File: config.mk
export PLATFORM = sky130hd
export DESIGN_NAME = aec_reporter
export DESIGN_NICKNAME = d
export VERILOG_FILES = /design/src/rtl/aec_reporter.v
export VERILOG_INCLUDE_DIRS = /design/src /design/src/common
export SDC_FILE = /design/constraint.sdc
export NUM_CORES = 2
export LEC_CHECK = 0
export ABC_CLOCK_PERIOD_IN_PS = 4100
export BUFFER_PORTS_ARGS = -buffer_cell sky130_fd_sc_hd__buf_4
export CORE_UTILIZATION = 54
export CTS_BUF_LIST = sky130_fd_sc_hd__clkbuf_16
export DETAILED_ROUTE_END_ITERATION = 10
export GPL_ROUTABILITY_DRIVEN = 0
export PLACE_DENSITY = 0.75
export SLEW_MARGIN = 20
export SYNTH_ARGS = -nofsm -noshare
export SYNTH_HDL_FRONTEND = slang
export SYNTH_SLANG_ARGS = --single-unit
export TNS_END_PERCENT = 30
File: constraint.sdc
create_clock -name clk_i -period 4.1 [get_ports clk_i]
set_clock_uncertainty 0.15 [all_clocks]
set_input_delay 0.205 -clock clk_i [delete_from_list [all_inputs] [get_ports clk_i]]
set_output_delay 0.205 -clock clk_i [all_outputs]
set_load 0.01 [all_outputs]
File: src/common/aec_defs.vh
// aec_defs.vh - constants for the axis error code reporter
`ifndef AEC_DEFS_VH
`define AEC_DEFS_VH

// register byte offsets on the ahb-lite slave
`define AEC_OFS_CTRL 12'h000
`define AEC_OFS_STATUS 12'h004
`define AEC_OFS_CMD 12'h008
`define AEC_OFS_CMDARG 12'h00c
`define AEC_OFS_PROFMAP 12'h010
`define AEC_OFS_SPEED 12'h014
`define AEC_OFS_POS 12'h018
`define AEC_OFS_PAR_BASE 12'h040
`define AEC_PAR_NUM 18
`define AEC_PAR_LAST 12'h084

// common parameter indices (byte offset = base + 4 * index)
`define AEC_PI_TYPE 5'h00
`define AEC_PI_PPR 5'h01
`define AEC_PI_UUPR 5'h02
`define AEC_PI_VLIM 5'h03
`define AEC_PI_AIV 5'h04
`define AEC_PI_FHV 5'h05
`define AEC_PI_FIHV 5'h06
`define AEC_PI_HACC 5'h07
`define AEC_PI_HDEC 5'h08
`define AEC_PI_MMAX 5'h09
`define AEC_PI_MIV 5'h0a
`define AEC_PI_MACC 5'h0b
`define AEC_PI_MDEC 5'h0c
`define AEC_PI_INCH 5'h0d
`define AEC_PI_BACK 5'h0e
`define AEC_PI_FOVR 5'h0f
`define AEC_PI_UPLIM 5'h10
`define AEC_PI_LOLIM 5'h11
`define AEC_PAR_RST 32'h00000000

// status register fields and the control clear bit
`define AEC_ST_ABN 8
`define AEC_ST_VALID 9
`define AEC_ST_RUN 10
`define AEC_ST_STOP 11
`define AEC_ST_PAROK 12
`define AEC_ST_BUSY 13
`define AEC_CTRL_CLR 0

// parameter type encodings
`define AEC_TYPE_INT 32'h00000000
`define AEC_TYPE_FLT 32'h00000001

// range limits (plain defaults)
`define AEC_PPR_MAX 32'h00ffffff
`define AEC_PPR_MIN 32'h0000000a
`define AEC_UUPR_MAX 32'h00ffffff
`define AEC_VLIM_MAX 32'h00ffffff
`define AEC_FIHV_MAX 32'h00ffffff
`define AEC_RATE_MAX 32'h0000ffff
`define AEC_INCH_MAX 32'h0000ffff
`define AEC_BACK_MAX 32'h0000ffff
`define AEC_FOVR_MAX 32'h00000064
`define AEC_POS_MAX 32'h7fffff00
`define AEC_POS_MIN 32'h80000100

// host commands
`define AEC_CMD_START 8'h01
`define AEC_CMD_SPEED 8'h02
`define AEC_CMD_POSCHG 8'h03
`define AEC_CMD_STOP 8'h04
`define AEC_CMD_NUM_MAX 8'h04

// command handshake length in clock cycles
`define AEC_HS_CYC 3'h4

// axis error codes
`define AEC_E_UPLIM_AUTO 8'h40
`define AEC_E_LOLIM_AUTO 8'h41
`define AEC_E_NOT_HOMED 8'h42
`define AEC_E_NO_PROF 8'h43
`define AEC_E_SPEED 8'h48
`define AEC_E_CMD_STATE 8'h60
`define AEC_E_CMD_CHG 8'h61
`define AEC_E_CMD_PARM 8'h62
`define AEC_E_POSCHG 8'h63
`define AEC_E_UNDEF 8'h6f
`define AEC_E_TYPE 8'h80
`define AEC_E_PPR_RNG 8'h81
`define AEC_E_PPR_LOW 8'h82
`define AEC_E_UUPR_RNG 8'h83
`define AEC_E_UUPR_0 8'h84
`define AEC_E_VLIM_RNG 8'h85
`define AEC_E_VLIM_0 8'h86
`define AEC_E_AIV_0 8'h87
`define AEC_E_AIV_HI 8'h88
`define AEC_E_FHV_0 8'h89
`define AEC_E_FHV_HI 8'h8a
`define AEC_E_HV_INC 8'h8b
`define AEC_E_FIHV_0 8'h8c
`define AEC_E_FIHV_RNG 8'h8d
`define AEC_E_HACC 8'h8e
`define AEC_E_HDEC 8'h8f
`define AEC_E_MMAX_0 8'h90
`define AEC_E_MMAX_HI 8'h91
`define AEC_E_MIV_0 8'h92
`define AEC_E_MIV_HI 8'h93
`define AEC_E_MV_INC 8'h94
`define AEC_E_MACC 8'h95
`define AEC_E_MDEC 8'h96
`define AEC_E_INCH 8'h97
`define AEC_E_BACK 8'h98
`define AEC_E_FOVR 8'h99
`define AEC_E_UPLIM 8'h9b
`define AEC_E_LOLIM 8'h9c
`define AEC_E_NONE 8'h00

`endif

File: src/rtl/aec_reporter.v
// aec_reporter.v - axis error detection and code reporting with ahb-lite registers
//
// The address map and the AHB-Lite interface to the registers are this design's own decisions.
`include "aec_defs.vh"

module aec_reporter (
	input wire clk_i,
	input wire rst_n_i,
	input wire hsel_i,
	input wire [31:0] haddr_i,
	input wire [1:0] htrans_i,
	input wire hwrite_i,
	input wire [2:0] hsize_i,
	input wire [31:0] hwdata_i,
	input wire hready_i,
	output wire hreadyout_o,
	output wire hresp_o,
	output reg [31:0] hrdata_o,
	input wire homed_i,
	input wire [31:0] blk_pos_i,
	input wire blk_valid_i,
	output wire [7:0] err_code_o,
	output wire err_abnormal_o,
	output wire err_valid_o,
	output wire axis_run_o,
	output wire axis_stop_o,
	output wire [31:0] axis_speed_o
);

	// bus data phase state
	reg wr_pend_q; // write data phase pending
	reg [11:0] wr_addr_q; // latched write address
	// held common parameters
	reg [31:0] par_q [0:`AEC_PAR_NUM-1];
	// command handshake state
	reg hs_busy_q; // handshake in progress
	reg [2:0] hs_cnt_q; // cycles left in handshake
	reg [7:0] cmd_code_q; // command under handshake
	reg [31:0] cmd_arg_q; // argument register
	reg [31:0] prof_map_q; // profiles that exist, one bit each
	// axis state
	reg run_q; // axis in auto operation
	reg stop_q; // axis held stopped by abnormal error
	reg [31:0] speed_q; // current commanded speed
	reg [31:0] pos_q; // current position value
	// error report
	reg [7:0] err_code_q;
	reg err_abn_q;
	reg err_valid_q;
	// bus decode signals
	wire addr_ph;
	wire wr_now;
	wire par_hit;
	wire [4:0] par_idx;
	wire clr_req;
	wire cmd_wr;
	wire hs_done;
	wire par_ok;
	// selected error of this cycle
	reg [7:0] par_err;
	reg [7:0] cmd_err;
	reg cmd_abn;
	reg [7:0] blk_err;
	reg [7:0] new_code;
	reg new_abn;
	reg new_ev;
	reg [31:0] rd_val;
	integer i;

	// zero wait state slave, always okay
	assign hreadyout_o = 1'b1;
	assign hresp_o = 1'b0;

	// address phase qualifier: nonseq or seq with select
	assign addr_ph = hsel_i & hready_i & htrans_i[1];
	// data phase write commit
	assign wr_now = wr_pend_q;
	assign par_hit = (wr_addr_q >= `AEC_OFS_PAR_BASE) && (wr_addr_q <= `AEC_PAR_LAST);
	assign par_idx = wr_addr_q[6:2] - 5'h10; // word index inside the parameter window
	assign clr_req = wr_now && (wr_addr_q == `AEC_OFS_CTRL) && hwdata_i[`AEC_CTRL_CLR];
	assign cmd_wr = wr_now && (wr_addr_q == `AEC_OFS_CMD);
	assign hs_done = hs_busy_q && (hs_cnt_q == 3'h1);

	// parameters are usable once the core scale values are set
	assign par_ok = (par_q[`AEC_PI_VLIM] != 32'h0) && (par_q[`AEC_PI_PPR] != 32'h0) &&
		(par_q[`AEC_PI_UUPR] != 32'h0);

	// report outputs
	assign err_code_o = err_code_q;
	assign err_abnormal_o = err_abn_q;
	assign err_valid_o = err_valid_q;
	assign axis_run_o = run_q;
	assign axis_stop_o = stop_q;
	assign axis_speed_o = speed_q;

	// bus data phase capture
	always @(posedge clk_i or negedge rst_n_i)
	begin
		if (!rst_n_i)
		begin
			wr_pend_q <= 1'b0;
			wr_addr_q <= 12'h000;
		end
		else
		begin
			// latch only word writes; others are ignored
			wr_pend_q <= addr_ph & hwrite_i & (hsize_i == 3'h2);
			wr_addr_q <= {haddr_i[11:2], 2'b00};
		end
	end

	// check a parameter value against its limits; zero code means accepted
	always @*
	begin
		par_err = `AEC_E_NONE;
		if (wr_now && par_hit)
		begin
			case (par_idx)
				`AEC_PI_TYPE:
					if (hwdata_i != `AEC_TYPE_INT && hwdata_i != `AEC_TYPE_FLT)
						par_err = `AEC_E_TYPE;
				`AEC_PI_PPR:
					if (hwdata_i > `AEC_PPR_MAX)
						par_err = `AEC_E_PPR_RNG;
					else if (hwdata_i < `AEC_PPR_MIN)
						par_err = `AEC_E_PPR_LOW;
				`AEC_PI_UUPR:
					if (hwdata_i == 32'h0)
						par_err = `AEC_E_UUPR_0;
					else if (hwdata_i > `AEC_UUPR_MAX)
						par_err = `AEC_E_UUPR_RNG;
				`AEC_PI_VLIM:
					if (hwdata_i == 32'h0)
						par_err = `AEC_E_VLIM_0;
					else if (hwdata_i > `AEC_VLIM_MAX)
						par_err = `AEC_E_VLIM_RNG;
				`AEC_PI_AIV:
					if (hwdata_i == 32'h0)
						par_err = `AEC_E_AIV_0;
					else if (hwdata_i > par_q[`AEC_PI_VLIM])
						par_err = `AEC_E_AIV_HI;
				`AEC_PI_FHV:
					// final home speed must not pass the find home speed
					if (hwdata_i == 32'h0)
						par_err = `AEC_E_FHV_0;
					else if (hwdata_i > par_q[`AEC_PI_VLIM])
						par_err = `AEC_E_FHV_HI;
					else if (par_q[`AEC_PI_FIHV] != 32'h0 && hwdata_i > par_q[`AEC_PI_FIHV])
						par_err = `AEC_E_HV_INC;
				`AEC_PI_FIHV:
					if (hwdata_i == 32'h0)
						par_err = `AEC_E_FIHV_0;
					else if (hwdata_i > `AEC_FIHV_MAX)
						par_err = `AEC_E_FIHV_RNG;
					else if (hwdata_i < par_q[`AEC_PI_FHV])
						par_err = `AEC_E_HV_INC;
				`AEC_PI_HACC:
					if (hwdata_i == 32'h0 || hwdata_i > `AEC_RATE_MAX)
						par_err = `AEC_E_HACC;
				`AEC_PI_HDEC:
					if (hwdata_i == 32'h0 || hwdata_i > `AEC_RATE_MAX)
						par_err = `AEC_E_HDEC;
				`AEC_PI_MMAX:
					// a lower maximum than the held initial speed is inconsistent
					if (hwdata_i == 32'h0)
						par_err = `AEC_E_MMAX_0;
					else if (hwdata_i > par_q[`AEC_PI_VLIM])
						par_err = `AEC_E_MMAX_HI;
					else if (hwdata_i < par_q[`AEC_PI_MIV])
						par_err = `AEC_E_MV_INC;
				`AEC_PI_MIV:
					if (hwdata_i == 32'h0)
						par_err = `AEC_E_MIV_0;
					else if (par_q[`AEC_PI_MMAX] == 32'h0)
						par_err = `AEC_E_MV_INC;
					else if (hwdata_i > par_q[`AEC_PI_MMAX])
						par_err = `AEC_E_MIV_HI;
				`AEC_PI_MACC:
					if (hwdata_i == 32'h0 || hwdata_i > `AEC_RATE_MAX)
						par_err = `AEC_E_MACC;
				`AEC_PI_MDEC:
					if (hwdata_i == 32'h0 || hwdata_i > `AEC_RATE_MAX)
						par_err = `AEC_E_MDEC;
				`AEC_PI_INCH:
					if (hwdata_i > `AEC_INCH_MAX)
						par_err = `AEC_E_INCH;
				`AEC_PI_BACK:
					if (hwdata_i > `AEC_BACK_MAX)
						par_err = `AEC_E_BACK;
				`AEC_PI_FOVR:
					if (hwdata_i > `AEC_FOVR_MAX)
						par_err = `AEC_E_FOVR;
				`AEC_PI_UPLIM:
					if ($signed(hwdata_i) > $signed(`AEC_POS_MAX))
						par_err = `AEC_E_UPLIM;
				`AEC_PI_LOLIM:
					if ($signed(hwdata_i) < $signed(`AEC_POS_MIN))
						par_err = `AEC_E_LOLIM;
				default:
					par_err = `AEC_E_NONE;
			endcase
		end
	end

	// judge the command at the end of its handshake
	always @*
	begin
		cmd_err = `AEC_E_NONE;
		cmd_abn = 1'b0;
		if (hs_done)
		begin
			case (cmd_code_q)
				`AEC_CMD_START:
					if (!par_ok || run_q || stop_q)
						cmd_err = `AEC_E_CMD_STATE;
					else if (!homed_i)
					begin
						cmd_err = `AEC_E_NOT_HOMED;
						cmd_abn = 1'b1;
					end
					else if (cmd_arg_q > 32'h1f || !prof_map_q[cmd_arg_q[4:0]])
					begin
						cmd_err = `AEC_E_NO_PROF;
						cmd_abn = 1'b1;
					end
				`AEC_CMD_SPEED:
					if (!par_ok)
						cmd_err = `AEC_E_CMD_STATE;
					else if (!run_q || cmd_arg_q == 32'h0)
						cmd_err = `AEC_E_CMD_PARM;
					else if (cmd_arg_q > par_q[`AEC_PI_VLIM])
						cmd_err = `AEC_E_SPEED;
				`AEC_CMD_POSCHG:
					if (!par_ok || run_q)
						cmd_err = `AEC_E_CMD_STATE;
					else if ($signed(cmd_arg_q) > $signed(par_q[`AEC_PI_UPLIM]) ||
						$signed(cmd_arg_q) < $signed(par_q[`AEC_PI_LOLIM]))
						cmd_err = `AEC_E_POSCHG;
				`AEC_CMD_STOP:
					cmd_err = `AEC_E_NONE;
				default:
					cmd_err = `AEC_E_UNDEF;
			endcase
		end
	end

	// auto mode: next block target against position limits
	always @*
	begin
		blk_err = `AEC_E_NONE;
		if (blk_valid_i && run_q)
		begin
			if ($signed(blk_pos_i) > $signed(par_q[`AEC_PI_UPLIM]))
				blk_err = `AEC_E_UPLIM_AUTO;
			else if ($signed(blk_pos_i) < $signed(par_q[`AEC_PI_LOLIM]))
				blk_err = `AEC_E_LOLIM_AUTO;
		end
	end

	// pick the error to report: abnormal first, then warnings
	always @*
	begin
		new_code = `AEC_E_NONE;
		new_abn = 1'b0;
		new_ev = 1'b0;
		if (blk_err != `AEC_E_NONE)
		begin
			new_code = blk_err;
			new_abn = 1'b1;
			new_ev = 1'b1;
		end
		else if (cmd_err != `AEC_E_NONE)
		begin
			new_code = cmd_err;
			new_abn = cmd_abn;
			new_ev = 1'b1;
		end
		else if (cmd_wr && hs_busy_q && hwdata_i[7:0] != cmd_code_q)
		begin
			new_code = `AEC_E_CMD_CHG;
			new_ev = 1'b1;
		end
		else if (par_err != `AEC_E_NONE)
		begin
			new_code = par_err;
			new_ev = 1'b1;
		end
	end

	// error report register; a new error beats a clear in the same cycle
	always @(posedge clk_i or negedge rst_n_i)
	begin
		if (!rst_n_i)
		begin
			err_code_q <= `AEC_E_NONE;
			err_abn_q <= 1'b0;
			err_valid_q <= 1'b0;
		end
		else if (new_ev && (new_abn || !err_abn_q || clr_req))
		begin
			// a warning never hides a pending abnormal code, unless a clear lands with it
			err_code_q <= new_code;
			err_abn_q <= new_abn;
			err_valid_q <= 1'b1;
		end
		else if (clr_req && !new_ev)
		begin
			err_code_q <= `AEC_E_NONE;
			err_abn_q <= 1'b0;
			err_valid_q <= 1'b0;
		end
	end

	// parameter store: rejected values are dropped, old ones kept
	always @(posedge clk_i or negedge rst_n_i)
	begin
		if (!rst_n_i)
		begin
			for (i = 0; i < `AEC_PAR_NUM; i = i + 1)
				par_q[i] <= `AEC_PAR_RST;
		end
		else if (wr_now && par_hit && par_err == `AEC_E_NONE)
			par_q[par_idx] <= hwdata_i;
	end

	// command handshake, argument and profile map
	always @(posedge clk_i or negedge rst_n_i)
	begin
		if (!rst_n_i)
		begin
			hs_busy_q <= 1'b0;
			hs_cnt_q <= 3'h0;
			cmd_code_q <= 8'h00;
			cmd_arg_q <= 32'h0;
			prof_map_q <= 32'h0;
		end
		else
		begin
			if (cmd_wr && !hs_busy_q)
			begin
				// start a handshake; code held until it ends
				hs_busy_q <= 1'b1;
				hs_cnt_q <= `AEC_HS_CYC;
				cmd_code_q <= hwdata_i[7:0];
			end
			else if (hs_busy_q)
			begin
				// a changed code mid-handshake is flagged, not taken
				hs_cnt_q <= hs_cnt_q - 3'h1;
				if (hs_done)
					hs_busy_q <= 1'b0;
			end
			// argument is frozen while a handshake runs
			if (wr_now && wr_addr_q == `AEC_OFS_CMDARG && !hs_busy_q)
				cmd_arg_q <= hwdata_i;
			if (wr_now && wr_addr_q == `AEC_OFS_PROFMAP)
				prof_map_q <= hwdata_i;
		end
	end

	// axis run/stop state, speed and position
	always @(posedge clk_i or negedge rst_n_i)
	begin
		if (!rst_n_i)
		begin
			run_q <= 1'b0;
			stop_q <= 1'b0;
			speed_q <= 32'h0;
			pos_q <= 32'h0;
		end
		else
		begin
			if (new_ev && new_abn)
			begin
				// abnormal: stop and hold until cleared
				run_q <= 1'b0;
				stop_q <= 1'b1;
			end
			else
			begin
				if (clr_req)
					stop_q <= 1'b0;
				if (hs_done && cmd_err == `AEC_E_NONE)
				begin
					// accepted commands act; warnings leave the axis running
					case (cmd_code_q)
						`AEC_CMD_START:
						begin
							run_q <= 1'b1;
							speed_q <= par_q[`AEC_PI_AIV];
						end
						`AEC_CMD_SPEED:
							speed_q <= cmd_arg_q;
						`AEC_CMD_POSCHG:
							pos_q <= cmd_arg_q;
						`AEC_CMD_STOP:
							run_q <= 1'b0;
						default:
							run_q <= run_q;
					endcase
				end
			end
		end
	end

	// read mux
	always @*
	begin
		rd_val = 32'h0;
		case ({haddr_i[11:2], 2'b00})
			`AEC_OFS_STATUS:
				rd_val = {18'h0, hs_busy_q, par_ok, stop_q, run_q, err_valid_q, err_abn_q, err_code_q};
			`AEC_OFS_CMD:
				rd_val = {24'h0, cmd_code_q};
			`AEC_OFS_CMDARG:
				rd_val = cmd_arg_q;
			`AEC_OFS_PROFMAP:
				rd_val = prof_map_q;
			`AEC_OFS_SPEED:
				rd_val = speed_q;
			`AEC_OFS_POS:
				rd_val = pos_q;
			default:
				if ({haddr_i[11:2], 2'b00} >= `AEC_OFS_PAR_BASE && {haddr_i[11:2], 2'b00} <= `AEC_PAR_LAST)
					rd_val = par_q[haddr_i[6:2] - 5'h10];
		endcase
	end

	// read data registered at the address phase, valid in the data phase
	always @(posedge clk_i or negedge rst_n_i)
	begin
		if (!rst_n_i)
			hrdata_o <= 32'h0;
		else if (addr_ph && !hwrite_i)
			hrdata_o <= rd_val;
	end

endmodule // aec_reporter
==> metrics.yaml <==
critPathCaptureType: "flip-flop"
drtAntennaViolNets: 0
portBuffers: 160
drt-initial-drc-count: 3606
floorplan.initialDensity: 0.548
syn_inst: 3543
wl_met2_mm: 63.3
hp-class: "in -> async"
setup_viol: 0
cts.clk_slew.worst_paths_ns: 0.06
drc_errors: 0
power_density_nw_per_um2: 326
clk_latency_ns: 0.64
vias: 32598
crit_end: "par_q[291]"
finalPower_uw: 16600
ir_worst_vdd_v: 0.000331
ys_types: 84
nets: 4329
wl_met1_mm: 52.6
crit_type: "reg -> reg"
syn_avg_cell_area_um2: 12.3
synth_edf_count: 0
cap_violations: 0
rows: 103
cts-root-buf: "clkbuf_16"
synthesis.area_um2: 43400
async_flop_share: 1.00
min_period_ns: 4.05
drv_slew: 0
synth_fp_nets: 3969
synth_commonest_cells: "dfrtp_1, mux2_2, ha_1"
fmax_mhz: 247
grt_pass1_vias: 32624
reg2reg_to: "par_q[291]"
cp.arrival_ns: 4.41
highest_layer: "met4"
grt_start_max_net_pins: 125
crit_start: "par_q[363]"
place_ws_ns: 0.00575
synth.top_cell.area_share: 0.444
r2r_cells: 14
cts_max_path_buffers: 3
dp_hpwl_mm: 99.3
layout-drive-gt1-share: 0.342
finalWorstSetupSlack_ns: 0.0465
grt_pass1_wl_mm: 203
tns_ns: 0
crit_fanout: 7
die_area_um2: 81500
crit_required_ns: 4.45
yosysTopAreaCell: "dfrtp_1"
p_leak_uw: 0.0242
r2r_setup_slack_ns: 0.05
yosysMostFrequentCell: "dfrtp_1"
critPathLaunchType: "flip-flop"
globalRouteOverflowTotal: 0
fp.dieH_um: 286
core_um2: 79300
yosysSeqAreaShare: 0.444
status: "finished clean"
cts_buffers: 78
synth_warnings: 0
synth_ff_type: "dfrtp_1"
io_pins: 186
antenna_found_initial: 2
cts_tree: "built"
slew_headroom: 0.373
min_period_over_period: 0.989
yosys-top-cells-area: "dfrtp_1, mux2_2, ha_1"
post_drt_wl_per_cell_um: 27.1
gr-usage-all-layers: 0.331
clkSinkCount: 771
first_pass_iters: 9
syn2layout_area_growth_pct: 17.5
viasPerCell: 6.50
die_x_um: 286
wl_mm: 136
hold_viol: 0
ys_ff_latch: 771
tightest_slew_ns: 0.932
wl_met3_mm: 12.4
place_area_um2: 47500
nFillCells: 5796
htree_levels: 3
crit-reg2reg-launch: "par_q[363]"
rsz0062_at_grt: "true"
stdcell_area_um2: 51000
==> logic make-up after synthesis <==
group | after synthesis | synth area share
buffers and inverters | 456 | 0.0445
multiplexers | 750 | 0.241
AND/OR/NAND/NOR | 730 | 0.0950
adder cells (fa/ha/maj) | 318 | 0.0916
AO/OA/AOI/OAI | 506 | 0.0808
XOR/XNOR | 10 | 0.00202
other | 2 | 0.000173
flip-flops | 771 | 0.444
==> cells in the final DEF (no fill, tap or decap), drive strengths merged, types with 11 or more instances in the layout <==
cell / instances
a41oi: 20
a21o: 24
nand3: 53
o21a: 19
nand2: 116
o2111ai: 11
dfrtp: 771
and2: 179
or3: 28
o21ai: 75
mux4: 165
o211ai: 17
a211oi: 17
a221oi: 15
nor3: 29
a21oi: 140
a222oi: 38
nor4: 71
nor2b: 19
a22oi: 47
buf: 443
ha: 318
inv: 251
clkinv: 33
dlygate4sd3: 46
clkbuf: 90
nand4: 77
mux2: 569
nor2: 106
mux2i: 16
==> worst min-delay path by stage <==
stage / startpoint / to / slack [ns] / depth (start not counted)
5_1_grt: hready_i / hrdata_o[0] / 0.05 / 4
4_1_cts: hready_i / hrdata_o[0] / 0.02 / 4
6_report: rst_n_i / par_q[197] / 0.02 / 2
3_3_place_gp: rst_n_i / par_q[229] / 0.15 / 1
3_5_place_dp: rst_n_i / par_q[136] / 0.15 / 1
2_1_floorplan: rst_n_i / axis_run_o / -0.24 / 0
==> flip-flops by register name, summed over array words and instances, names as in the netlist <==
register	flops
cmd_arg_q	32
axis_speed_o	32
par_q	576
err_abnormal_o	1
prof_map_q	32
err_valid_o	1
hrdata_o	32
axis_stop_o	1
axis_run_o	1
hs_cnt_q	3
wr_addr_q	10
wr_now	1
err_code_o	8
cmd_code_q	8
pos_q	32
hs_busy_q	1
==> metrics by stage <==
stage	hold WS (ns)	instances	utilization
5_1_grt	0.0513	5012	0.643
4_1_cts	0.0165	4996	0.637
2_1_floorplan	-0.241	3543	-
6_report	0.0214	5013	0.643
3_3_place_gp	0.155	4811	0.599
3_5_place_dp	0.147	4811	0.599
==> worst max-delay path: stages (launching register included) <==
cell and delay (ns):
dfrtp_1 0.35, inv_1 0.05, ha_1 0.31, a21oi_1 0.16
o21ai_0 0.27, a221oi_1 0.36, a211oi_1 0.18, o31ai_2 0.45
a21oi_1 0.17, nor4_2 0.30, and2_4 0.27, buf_12 0.16
nand3_4 0.19, buf_12 0.23, mux2_4 0.30
==> timing repair <==
| action | CTS | global route |
|---|---|---|
| endpoints found under the hold margin | 375 | 0 |
| gates resized for setup | 0 | 46 |
| hold buffers | 46 | 0 |
| endpoints found under the setup margin | 0 | 612 |
| setup buffers | 0 | 11 |
==> layout make-up <==
| cell class | instances | area [µm²] | share of cell area |
|---|---|---|---|
| multi-input cells | 2316 | 22400 | 0.440 |
| well taps | 1050 | 1310 | 0.0258 |
| flip-flops and latches | 771 | 19300 | 0.378 |
| repair buffers | 497 | 4470 | 0.0876 |
| inverters | 239 | 897 | 0.0176 |
| clock buffers | 82 | 2050 | 0.0402 |
| clock inverters | 57 | 533 | 0.0105 |
| diodes | 1 | 2.50 | 0.0000491 |
==> where the power goes <==
part	internal, µW	switching (µW)	total [µW]
combinational	583	852	1440
sequential	7710	107	7820
clock	4250	3110	7350
==> routing by layer <==
| metal | track usage | vias to the layer above |
|---|---|---|
| li1 | - | 13928 |
| met1 | 0.440 | 16545 |
| met2 | 0.522 | 1747 |
| met3 | 0.0648 | 378 |
| met4 | 0.162 | 0 |
| met5 | 0 | - |
No activity file was read; power rests on OpenSTA's default activity.
